<file path="config.mk">
export PLATFORM = sky130hd
export DESIGN_NAME = lnsw_top
export DESIGN_NICKNAME = d
export VERILOG_FILES = /design/src/inc/lnsw_pkg.sv /design/src/inc/lnsw_mem_if.sv /design/src/verilog/lnsw_mem.sv /design/src/verilog/lnsw_top.sv
export SDC_FILE = /design/constraint.sdc
export NUM_CORES = 1
export LEC_CHECK = 0
export ABC_AREA = 1
export BUFFER_PORTS_ARGS = -buffer_cell sky130_fd_sc_hd__buf_2
export CAP_MARGIN = 20
export CORE_UTILIZATION = 35
export DETAILED_ROUTE_END_ITERATION = 10
export PLACE_DENSITY_LB_ADDON = 0.25
export SYNTH_ARGS = -nofsm -noshare
export SYNTH_HDL_FRONTEND = slang
export SYNTH_SLANG_ARGS = --single-unit
export TNS_END_PERCENT = 1
</file>
<file path="constraint.sdc">
create_clock -name I_CLK_SYS -period 5.55 [get_ports I_CLK_SYS]
set_input_delay 0 -clock I_CLK_SYS [delete_from_list [all_inputs] [get_ports I_CLK_SYS]]
set_output_delay 0 -clock I_CLK_SYS [all_outputs]
set_load 0.01 [all_outputs]
</file>
<file path="src/inc/lnsw_pkg.sv">
// package: constants, offsets and types of the link node status word bank
package lnsw_pkg;
    // data and storage shape
    localparam int LNSW_APB_DW = 32;
    localparam int LNSW_AW = 12;
    localparam int LNSW_WORD_W = 16;
    localparam int LNSW_NUM_WORDS = 12;
    localparam int LNSW_SLOT_W = 4;
    localparam int LNSW_NODES = 32;
    localparam int LNSW_GRP = 8;
    localparam int LNSW_LVL_UNITS = 16;
    // register indices in the system flag area; byte address is four times the index
    localparam logic [7:0] LNSW_IDX_CTRL = 8'h00;
    localparam logic [7:0] LNSW_IDX_IRQ_STAT = 8'h01;
    localparam logic [7:0] LNSW_IDX_IRQ_MASK = 8'h02;
    localparam logic [7:0] LNSW_IDX_NET_L0_1_8 = 8'hEE;
    localparam logic [7:0] LNSW_IDX_NET_L0_9_16 = 8'hEF;
    localparam logic [7:0] LNSW_IDX_NET_L0_17_24 = 8'hF0;
    localparam logic [7:0] LNSW_IDX_NET_L0_25_32 = 8'hF1;
    localparam logic [7:0] LNSW_IDX_NET_L1_1_8 = 8'hF2;
    localparam logic [7:0] LNSW_IDX_NET_L1_9_16 = 8'hF3;
    localparam logic [7:0] LNSW_IDX_NET_L1_17_24 = 8'hF4;
    localparam logic [7:0] LNSW_IDX_NET_L1_25_32 = 8'hF5;
    localparam logic [7:0] LNSW_IDX_LU_WORD_A = 8'hF7;
    localparam logic [7:0] LNSW_IDX_LU_WORD_B = 8'hF8;
    localparam logic [7:0] LNSW_IDX_LU_WORD_C = 8'hF9;
    localparam logic [7:0] LNSW_IDX_LU_WORD_D = 8'hFA;
    // storage slots: net level 0 at 0..3, net level 1 at 4..7, link unit words a..d at 8..11
    localparam logic [3:0] LNSW_SLOT_NET_L0 = 4'h0;
    localparam logic [3:0] LNSW_SLOT_NET_L1 = 4'h4;
    localparam logic [3:0] LNSW_SLOT_LU = 4'h8;
    localparam logic [3:0] LNSW_SLOT_LAST = 4'hB;
    // control fields
    localparam int LNSW_CTRL_FREEZE_BIT = 0;
    localparam int LNSW_CTRL_TWO_LEVEL_BIT = 1;
    localparam logic [1:0] LNSW_CTRL_RST = 2'h0;
    // interrupt status / mask fields
    localparam int LNSW_IRQ_W = 5;
    localparam int LNSW_IRQ_NET_L0_CHG = 0;
    localparam int LNSW_IRQ_NET_L1_CHG = 1;
    localparam int LNSW_IRQ_LU_L0_CHG = 2;
    localparam int LNSW_IRQ_LU_L1_CHG = 3;
    localparam int LNSW_IRQ_LU_ERR = 4;
    localparam logic [4:0] LNSW_IRQ_RST = 5'h00;
    // scanner state
    typedef enum logic [1:0] {
        LNSW_ST_SCAN = 2'b01,
        LNSW_ST_HOLD = 2'b10
    } lnsw_scan_t;
endpackage

</file>
<file path="src/inc/lnsw_mem_if.sv">
// interface: write and read ports of the status word store
`timescale 1ns/1ps
interface lnsw_mem_if #(
    parameter int DW = 16,
    parameter int SW = 4
);
    logic wr_en;
    logic [SW-1:0] wr_slot;
    logic [DW-1:0] wr_data;
    logic [SW-1:0] rd_slot;
    logic [DW-1:0] rd_data;
    modport ctrl (output wr_en, output wr_slot, output wr_data, output rd_slot, input rd_data);
    modport mem (input wr_en, input wr_slot, input wr_data, input rd_slot, output rd_data);
endinterface

</file>
<file path="src/verilog/lnsw_mem.sv">
// module: small status word store with registered read data
`timescale 1ns/1ps
module lnsw_mem #(
    parameter int DEPTH = 12,
    parameter int DW = 16,
    parameter int SW = 4
) (
    // clock and reset
    input wire logic i_clk,
    input wire logic i_rst_n,
    // store ports
    lnsw_mem_if.mem mp
);
    logic [DW-1:0] mem_q [DEPTH];
    logic [DW-1:0] rd_q;

    // write port; all words clear at reset so nothing reads as stale
    always_ff @(posedge i_clk) begin
        if (!i_rst_n) begin
            for (int i = 0; i < DEPTH; i++) begin
                mem_q[i] <= '0;
            end
        end else if (mp.wr_en && (int'(mp.wr_slot) < DEPTH)) begin
            mem_q[mp.wr_slot] <= mp.wr_data;
        end
    end

    // read port, one cycle latency; slots beyond depth read zero
    always_ff @(posedge i_clk) begin
        if (!i_rst_n) begin
            rd_q <= '0;
        end else if (int'(mp.rd_slot) < DEPTH) begin
            rd_q <= mem_q[mp.rd_slot];
        end else begin
            rd_q <= '0;
        end
    end

    assign mp.rd_data = rd_q;
endmodule

</file>
<file path="src/verilog/lnsw_top.sv">
// module: link node status word bank, apb slave and interrupt logic
`timescale 1ns/1ps
module lnsw_top
    import lnsw_pkg::*;
(
    // clock and reset
    input wire logic I_CLK_SYS,
    input wire logic I_RST_N,
    // apb slave
    input wire logic I_PSEL,
    input wire logic I_PENABLE,
    input wire logic I_PWRITE,
    input wire logic [LNSW_AW-1:0] I_PADDR,
    input wire logic [LNSW_APB_DW-1:0] I_PWDATA,
    input wire logic [3:0] I_PSTRB,
    output logic [LNSW_APB_DW-1:0] O_PRDATA,
    output logic O_PREADY,
    output logic O_PSLVERR,
    // first network node flags, node n at bit n-1
    input wire logic [LNSW_NODES-1:0] I_NET_L0_ERR,
    input wire logic [LNSW_NODES-1:0] I_NET_L0_RUN,
    input wire logic [LNSW_NODES-1:0] I_NET_L1_ERR,
    input wire logic [LNSW_NODES-1:0] I_NET_L1_RUN,
    // link unit flags; two level: level 0 at 15:0, level 1 at 31:16
    input wire logic [LNSW_NODES-1:0] I_LU_RUN,
    input wire logic [LNSW_NODES-1:0] I_LU_ERR,
    // interrupt
    output logic O_IRQ
);
    localparam int RAW_W = 6 * LNSW_NODES;

    // synchroniser and change detect flops
    logic [RAW_W-1:0] sync1_q;
    logic [RAW_W-1:0] sync2_q;
    logic [RAW_W-1:0] prev_q;
    // control, interrupt and bus flops
    logic [1:0] ctrl_q;
    logic [LNSW_IRQ_W-1:0] irq_stat_q;
    logic [LNSW_IRQ_W-1:0] irq_stat_d;
    logic [LNSW_IRQ_W-1:0] irq_mask_q;
    logic ready_q;
    logic [LNSW_APB_DW-1:0] prdata_q;
    lnsw_scan_t scan_st_q;
    lnsw_scan_t scan_st_d;
    logic [LNSW_SLOT_W-1:0] scan_slot_q;
    logic [LNSW_SLOT_W-1:0] scan_slot_d;

    lnsw_mem_if #(.DW(LNSW_WORD_W), .SW(LNSW_SLOT_W)) mem_bus ();

    lnsw_mem #(
        .DEPTH(LNSW_NUM_WORDS),
        .DW(LNSW_WORD_W),
        .SW(LNSW_SLOT_W)
    ) u_mem (
        .i_clk(I_CLK_SYS),
        .i_rst_n(I_RST_N),
        .mp(mem_bus.mem)
    );

    // map a register index to its storage slot; valid tells whether it is a status word
    function automatic logic [4:0] idx_to_slot(input logic [7:0] idx);
        logic [4:0] r;
        r = 5'h00;
        if ((idx >= LNSW_IDX_NET_L0_1_8) && (idx <= LNSW_IDX_NET_L1_25_32)) begin
            r = {1'b1, 4'(idx - LNSW_IDX_NET_L0_1_8)};
        end else if ((idx >= LNSW_IDX_LU_WORD_A) && (idx <= LNSW_IDX_LU_WORD_D)) begin
            r = {1'b1, 4'(LNSW_SLOT_LU + 4'(idx - LNSW_IDX_LU_WORD_A))};
        end
        return r;
    endfunction

    // first network word: low byte error flags, high byte run flags of one eight-node group
    function automatic logic [15:0] net_word(
        input logic [LNSW_NODES-1:0] err,
        input logic [LNSW_NODES-1:0] run,
        input logic [1:0] grp
    );
        logic [15:0] w;
        w = {run[grp*LNSW_GRP +: LNSW_GRP], err[grp*LNSW_GRP +: LNSW_GRP]};
        return w;
    endfunction

    // link unit word: run flags low, error flags high; group 0 is word d
    function automatic logic [15:0] lu_word(
        input logic [LNSW_NODES-1:0] run,
        input logic [LNSW_NODES-1:0] err,
        input logic [1:0] grp
    );
        logic [15:0] w;
        w = {err[grp*LNSW_GRP +: LNSW_GRP], run[grp*LNSW_GRP +: LNSW_GRP]};
        return w;
    endfunction

    // synced views of the pins
    logic [LNSW_NODES-1:0] s_net_l0_err;
    logic [LNSW_NODES-1:0] s_net_l0_run;
    logic [LNSW_NODES-1:0] s_net_l1_err;
    logic [LNSW_NODES-1:0] s_net_l1_run;
    logic [LNSW_NODES-1:0] s_lu_run;
    logic [LNSW_NODES-1:0] s_lu_err;
    logic [LNSW_NODES-1:0] p_net_l0_err;
    logic [LNSW_NODES-1:0] p_net_l0_run;
    logic [LNSW_NODES-1:0] p_net_l1_err;
    logic [LNSW_NODES-1:0] p_net_l1_run;
    logic [LNSW_NODES-1:0] p_lu_run;
    logic [LNSW_NODES-1:0] p_lu_err;
    assign {s_net_l0_err, s_net_l0_run, s_net_l1_err, s_net_l1_run, s_lu_run, s_lu_err} = sync2_q;
    assign {p_net_l0_err, p_net_l0_run, p_net_l1_err, p_net_l1_run, p_lu_run, p_lu_err} = prev_q;

    // pins come from the link hardware's own timing, so two flops before any use
    always_ff @(posedge I_CLK_SYS) begin
        if (!I_RST_N) begin
            sync1_q <= '0;
            sync2_q <= '0;
            prev_q <= '0;
        end else begin
            sync1_q <= {I_NET_L0_ERR, I_NET_L0_RUN, I_NET_L1_ERR, I_NET_L1_RUN,
                        I_LU_RUN, I_LU_ERR};
            sync2_q <= sync1_q;
            prev_q <= sync2_q;
        end
    end

    // word selection for the slot being refreshed
    logic [1:0] scan_grp;
    logic [15:0] scan_word;
    assign scan_grp = scan_slot_q[1:0];
    // single and two level share one layout: word d = units 0-7 (level 0 units 0-7),
    // c = 8-15 (level 0 8-15), b = 16-23 (level 1 0-7), a = 24-31 (level 1 8-15)
    assign scan_word = (scan_slot_q < LNSW_SLOT_NET_L1) ?
                           net_word(s_net_l0_err, s_net_l0_run, scan_grp) :
                       (scan_slot_q < LNSW_SLOT_LU) ?
                           net_word(s_net_l1_err, s_net_l1_run, scan_grp) :
                           lu_word(s_lu_run, s_lu_err, 2'(3 - int'(scan_grp)));

    // scanner: refreshes one status word per cycle, all twelve in twelve cycles;
    // a freeze holds a consistent snapshot for software at the cost of staleness
    always_comb begin
        scan_st_d = scan_st_q;
        scan_slot_d = scan_slot_q;
        case (scan_st_q)
            LNSW_ST_SCAN: begin
                scan_slot_d = (scan_slot_q == LNSW_SLOT_LAST) ? '0 : scan_slot_q + 4'h1;
                if (ctrl_q[LNSW_CTRL_FREEZE_BIT] && (scan_slot_q == LNSW_SLOT_LAST)) begin
                    scan_st_d = LNSW_ST_HOLD;
                end
            end
            LNSW_ST_HOLD: begin
                scan_slot_d = '0;
                if (!ctrl_q[LNSW_CTRL_FREEZE_BIT]) begin
                    scan_st_d = LNSW_ST_SCAN;
                end
            end
            default: begin
                scan_st_d = LNSW_ST_SCAN;
                scan_slot_d = '0;
            end
        endcase
    end

    always_ff @(posedge I_CLK_SYS) begin
        if (!I_RST_N) begin
            scan_st_q <= LNSW_ST_SCAN;
            scan_slot_q <= '0;
        end else begin
            scan_st_q <= scan_st_d;
            scan_slot_q <= scan_slot_d;
        end
    end

    // store write port is owned by the scanner only, so the bus cannot alter the flags
    assign mem_bus.wr_en = (scan_st_q == LNSW_ST_SCAN);
    assign mem_bus.wr_slot = scan_slot_q;
    assign mem_bus.wr_data = scan_word;

    // apb decode
    logic [7:0] acc_idx;
    logic [4:0] acc_slot;
    logic acc_is_word;
    logic acc_is_ctrl;
    logic acc_is_stat;
    logic acc_is_mask;
    logic acc_mapped;
    logic acc_done;
    logic wr_done;
    assign acc_idx = I_PADDR[9:2];
    assign acc_slot = idx_to_slot(acc_idx);
    assign acc_is_word = acc_slot[4] && (I_PADDR[LNSW_AW-1:10] == '0);
    assign acc_is_ctrl = (I_PADDR[LNSW_AW-1:2] == {2'h0, LNSW_IDX_CTRL});
    assign acc_is_stat = (I_PADDR[LNSW_AW-1:2] == {2'h0, LNSW_IDX_IRQ_STAT});
    assign acc_is_mask = (I_PADDR[LNSW_AW-1:2] == {2'h0, LNSW_IDX_IRQ_MASK});
    assign acc_mapped = acc_is_word || acc_is_ctrl || acc_is_stat || acc_is_mask;
    assign acc_done = I_PSEL && I_PENABLE && ready_q;
    assign wr_done = acc_done && I_PWRITE && I_PSTRB[0] && acc_mapped;
    assign mem_bus.rd_slot = acc_slot[3:0];

    // one wait state: the store read lands during the first access cycle
    always_ff @(posedge I_CLK_SYS) begin
        if (!I_RST_N) begin
            ready_q <= 1'b0;
        end else begin
            ready_q <= I_PSEL && I_PENABLE && !ready_q;
        end
    end

    // read data register, loaded in the wait cycle and held to the end of the access
    logic [LNSW_APB_DW-1:0] own_rd;
    assign own_rd = acc_is_ctrl ? {30'h0, ctrl_q} :
                    acc_is_stat ? {27'h0, irq_stat_q} :
                    acc_is_mask ? {27'h0, irq_mask_q} : 32'h0;

    always_ff @(posedge I_CLK_SYS) begin
        if (!I_RST_N) begin
            prdata_q <= '0;
        end else if (I_PSEL && I_PENABLE && !ready_q && !I_PWRITE) begin
            prdata_q <= acc_is_word ? {16'h0, mem_bus.rd_data} : own_rd;
        end
    end

    // control register: freeze and arrangement; status word writes are dropped
    always_ff @(posedge I_CLK_SYS) begin
        if (!I_RST_N) begin
            ctrl_q <= LNSW_CTRL_RST;
        end else if (wr_done && acc_is_ctrl) begin
            ctrl_q <= I_PWDATA[1:0];
        end
    end

    // events; in single level all link units count as level 0 changes
    logic two_level;
    logic [LNSW_IRQ_W-1:0] evt;
    logic lu_lo_chg;
    logic lu_hi_chg;
    assign two_level = ctrl_q[LNSW_CTRL_TWO_LEVEL_BIT];
    assign lu_lo_chg = (s_lu_run[LNSW_LVL_UNITS-1:0] != p_lu_run[LNSW_LVL_UNITS-1:0]);
    assign lu_hi_chg = (s_lu_run[LNSW_NODES-1:LNSW_LVL_UNITS] !=
                        p_lu_run[LNSW_NODES-1:LNSW_LVL_UNITS]);
    assign evt[LNSW_IRQ_NET_L0_CHG] = ({s_net_l0_err, s_net_l0_run} !=
                                       {p_net_l0_err, p_net_l0_run});
    assign evt[LNSW_IRQ_NET_L1_CHG] = ({s_net_l1_err, s_net_l1_run} !=
                                       {p_net_l1_err, p_net_l1_run});
    assign evt[LNSW_IRQ_LU_L0_CHG] = lu_lo_chg || (!two_level && lu_hi_chg);
    assign evt[LNSW_IRQ_LU_L1_CHG] = two_level && lu_hi_chg;
    assign evt[LNSW_IRQ_LU_ERR] = |(s_lu_err & ~p_lu_err);

    // sticky status, write one to clear; a new event in the clear cycle wins
    always_comb begin
        irq_stat_d = irq_stat_q;
        if (wr_done && acc_is_stat) begin
            irq_stat_d = irq_stat_d & ~I_PWDATA[LNSW_IRQ_W-1:0];
        end
        irq_stat_d = irq_stat_d | evt;
    end

    always_ff @(posedge I_CLK_SYS) begin
        if (!I_RST_N) begin
            irq_stat_q <= LNSW_IRQ_RST;
            irq_mask_q <= LNSW_IRQ_RST;
        end else begin
            irq_stat_q <= irq_stat_d;
            if (wr_done && acc_is_mask) begin
                irq_mask_q <= I_PWDATA[LNSW_IRQ_W-1:0];
            end
        end
    end

    // bus and interrupt outputs
    assign O_PRDATA = prdata_q;
    assign O_PREADY = ready_q;
    assign O_PSLVERR = acc_done && !acc_mapped;
    assign O_IRQ = |(irq_stat_q & irq_mask_q);
endmodule

</file>
==> key figures <==
Outcome
  • Status: finished clean

Clock network
  • Clock sinks: just over 800
  • Clock buffer depth: 3
  • H-Tree Depth: 3
  • Setup bufs post-CTS: 0
  • Post-CTS resize count: 0
  • Clock transition at path regs: approximately 60 ps
  • CTS Buf Count: 86
  • Clk_lat worst skew: 640 ps
  • TritonCTS clock tree: built
  • Root buf cell: clkbuf_16

Finish
  • Share of cells above drive strength 1: approximately a tenth
  • Design Area, Final: 39700 sq um
  • Cell Count, Final, Fillers Out: ~5600
  • Filler cell count: about 8900
  • Area grow syn2layout: 23.0%
  • # nets final: roughly 4600

Routing
  • Via count: between 20000 and 25000
  • Antenna Violating Nets Remaining: 0
  • TritonRoute pass-1 iters: 5
  • DRT Wirelength: a little under 80000 um
  • Iter 0 DRT Violations: 1515
  • # DRC: 0
  • Drt wl/cell: about 14 um
  • Post-DR vias/cell: roughly 4.3

Synthesis
  • Ys async rst share: 0%
  • Main combinational cell family by area after synthesis: simple AND/OR/NAND/NOR gates
  • Share of the synthesized area in the top cell type: between 30 and 40%
  • Synth Instances: just under 4000
  • Cell Area, Synth: 32300 sq um
  • Synth Area in Simple Gates: between 15 and 20%
  • Post-synth EDFFs: between 150 and 200
  • Synth Area per Inst: 8.18 sq um
  • Top_reg_cell synth: dfxtp_1
  • Sequential share of the synthesized area: 56.7%
  • Post-Synth XOR/XNOR Area: between 3 and 4%
  • Compound-gate portion of the synthesized area: ~5.9%
  • Multiplexer share of the synthesized area: 0%
  • FF+latch count, synth: a little over 800
  • Netlist cell types: between 40 and 50
  • Synth warn: 0
  • Post-synthesis adder-cell area fraction: 0.426%
  • Top post-synthesis cells by area: dfxtp_1 39%, edfxtp_1 18%, inv_1 12%
  • Synth area leader: dfxtp_1
  • Most frequent cell after synthesis: inv_1
  • Synth top cells by count: 1017 x inv_1, 995 x nand2_1, 627 x dfxtp_1, 192 x edfxtp_1, 190 x nand3_1

Floorplanning
  • Ports: 280
  • Die height: 306 um
  • Starting Density: between 30% and 40%
  • Die X: 306 um
  • Row cnt: ~110
  • Die area: between 90000 and 100000 sq um
  • Core area: approximately 90000 sq um

Power
  • Psw: 3.24 mW
  • Power per cell area: 340 nW/um^2
  • Internal power: between 10 and 15 mW
  • Switching Share: between 20% and 30%
  • Clock share of power: a little over two fifths
  • P_leak: approximately 22 nW
  • Seq pwr share: between 40 and 50%
  • Combinational power share: 8.6%
  • Worst VDD drop: around 0.23 mV

STA
  • Max-slew violations: 0
  • Final number of setup-violating endpoints: 0
  • Final hold slack: a little under 80 ps
  • Clk_skew: a little over 30 ps
  • Min Tclk post-route: between 2000 and 3000 ps
  • TNS Setup: 0 ps
  • RSZ-0062 raised after global routing: false
  • Final worst path period share: about 53%
  • Slew @ Worst Pin: 1010 ps
  • Final hold vios: 0
  • Slew Limit Headroom: 32.3%
  • F_max: around 0.34 GHz

Global routing
  • GRT Total Usage: between 15 and 20%
  • Wire length of the first global-routing pass: about 120000 um
  • Initial antenna violation count: 1
  • Largest net degree at the start of global routing: between 150 and 200
  • Gr ovfl total: 0
  • Via count of the first global-routing pass: ~23000

Worst setup path
  • Worst-path fanout max: 17
  • Crit path required time: about 5800 ps
  • Crit Path Class: flip-flop to flip-flop
  • Endpoint class of the critical path: flip-flop
  • Startpoint Class: flip-flop
  • Slowest stage cell, crit path: nor2_2
  • CP arrival: between 3000 and 4000 ps
  • Reg2Reg Depth: 5
  • Slowest stage delay, CP: about 610 ps
  • Critical path cell sequence: nor2_2 > inv_1 > nor3_4 > buf_4 > or2_2

Hold path
  • Worst Hold Class: input port to flip-flop
  • Hold Path Cell Cnt: 4

Flow run
  • Number of max-cap violations: 0

Place
  • Inst Count DP: ~5200
  • Port Buffers: about 230
  • Placed Area: 34300 sq um
  • Post-DP HPWL: between 50000 and 60000 um
  • GPL Wtd Cong: approximately 0.82
[path summary, 6_finish.rpt]
path	from	slack, ps	to
setup / recovery	mem_bus.wr_slot[3]	2610	u_mem.mem_q[7][4]
hold / removal	I_NET_L1_RUN[20]	80	sync1_q[84]
setup reg to reg	mem_bus.wr_slot[3]	2610	u_mem.mem_q[7][4]
hold reg to reg	sync1_q[110]	400	sync2_q[110]
[cells in the final DEF, fill, tap and decap left out, drive strengths merged, types with 7 or more instances in the layout]
| master | Yosys | final |
|---|---|---|
| nand4 | 26 | 26 |
| dfxtp | 627 | 627 |
| xor2 | 28 | 28 |
| conb | 1 | 16 |
| dlygate4sd3 | 0 | 246 |
| nand2 | 999 | 999 |
| bufinv | 0 | 8 |
| nor4 | 16 | 16 |
| o211ai | 17 | 17 |
| nand3b | 16 | 16 |
| a221o | 7 | 7 |
| clkbuf | 89 | 115 |
| clkinv | 0 | 25 |
| buf | 109 | 266 |
| ha | 11 | 11 |
| or2 | 27 | 27 |
| inv | 1032 | 1036 |
| a21oi | 104 | 104 |
| o22ai | 35 | 35 |
| edfxtp | 192 | 192 |
| nor3 | 19 | 19 |
| nand3 | 190 | 190 |
| xnor2 | 114 | 114 |
| nor2 | 108 | 108 |
| o21ai | 157 | 157 |
[power groups by stage]
stage | logic, mW | registers, mW | clock network [mW]
2_1_floorplan | 0.675 | 6.58 | 0
4_1_cts | 1.17 | 6.48 | 6.03
6_report | 1.16 | 6.48 | 5.88
3_3_place_gp | 1.03 | 6.61 | 0
3_5_place_dp | 1.03 | 6.61 | 0
5_1_grt | 1.30 | 6.51 | 6.27
[worst max-delay path, delay by kind of cell (launching register included)]
kind,cells,cell delay [ps]
flops,1,460
buf+inv,2,720
simple gates,3,1390
[repair_timing]
| item | in CTS | in global routing |
|---|---|---|
| setup endpoints to repair | 0 | 0 |
| hold buffers | 246 | 0 |
| hold endpoints to repair | 248 | 0 |
[cell families (layout without fill, tap and decap cells)]
family | after synthesis | count (layout)
AOI/OAI and AO/OA | 340 | 340
DFF | 819 | 819
and+or+nand+nor | 1403 | 1403
buffers and inverters | 1230 | 1701
xor gates and xnor gates | 142 | 142
other | 1 | 18
adders and majority gates | 11 | 11
[through the flow]
stage               util (%)  setup WS, ps  power, mW
global placement        37.5          2460       7.64
CTS                     43.4          2580       13.7
finish                  43.4          2610       13.5
global route            43.4          2410       14.1
floorplan                  -          3060       7.25
detailed placement      37.5          2410       7.65
[per-layer routing]
metal  share of wire, %  wire, um  global-route usage, %  vias to the layer above
li1                   -         -                      -                    12498
met1                 42     33500                   20.3                    10789
met2                 49     38800                   29.8                      479
met3                5.0      3930                   2.81                      146
met4                3.4      2670                   7.05                        0
met5                  0         0                      0                        -
[final cells by class]
type / instances / area, sq um / share of cell area, %
sequential: 819 / 18300 / 46.1
multi-input combinational: 1912 / 9210 / 23.2
timing repair buffer: 512 / 3920 / 9.87
inverter: 1032 / 3870 / 9.75
clock buffer: 115 / 2440 / 6.15
tap: 1186 / 1480 / 3.73
clock inverter: 42 / 480 / 1.21
antenna: 2 / 5.00 / 0.0126
[sequential cells by signal, indices dropped and copies added (netlist names)]
name              flops
u_mem.mem_q         192
prev_q              192
irq_mask_q            5
O_PRDATA             16
u_mem.mp.rd_data     16
ctrl_q                2
irq_stat_q            5
sync2_q             192
scan_st_q             2
O_PREADY              1
mem_bus.wr_slot       4
sync1_q             192
No activity file was read; power rests on OpenSTA's default activity.
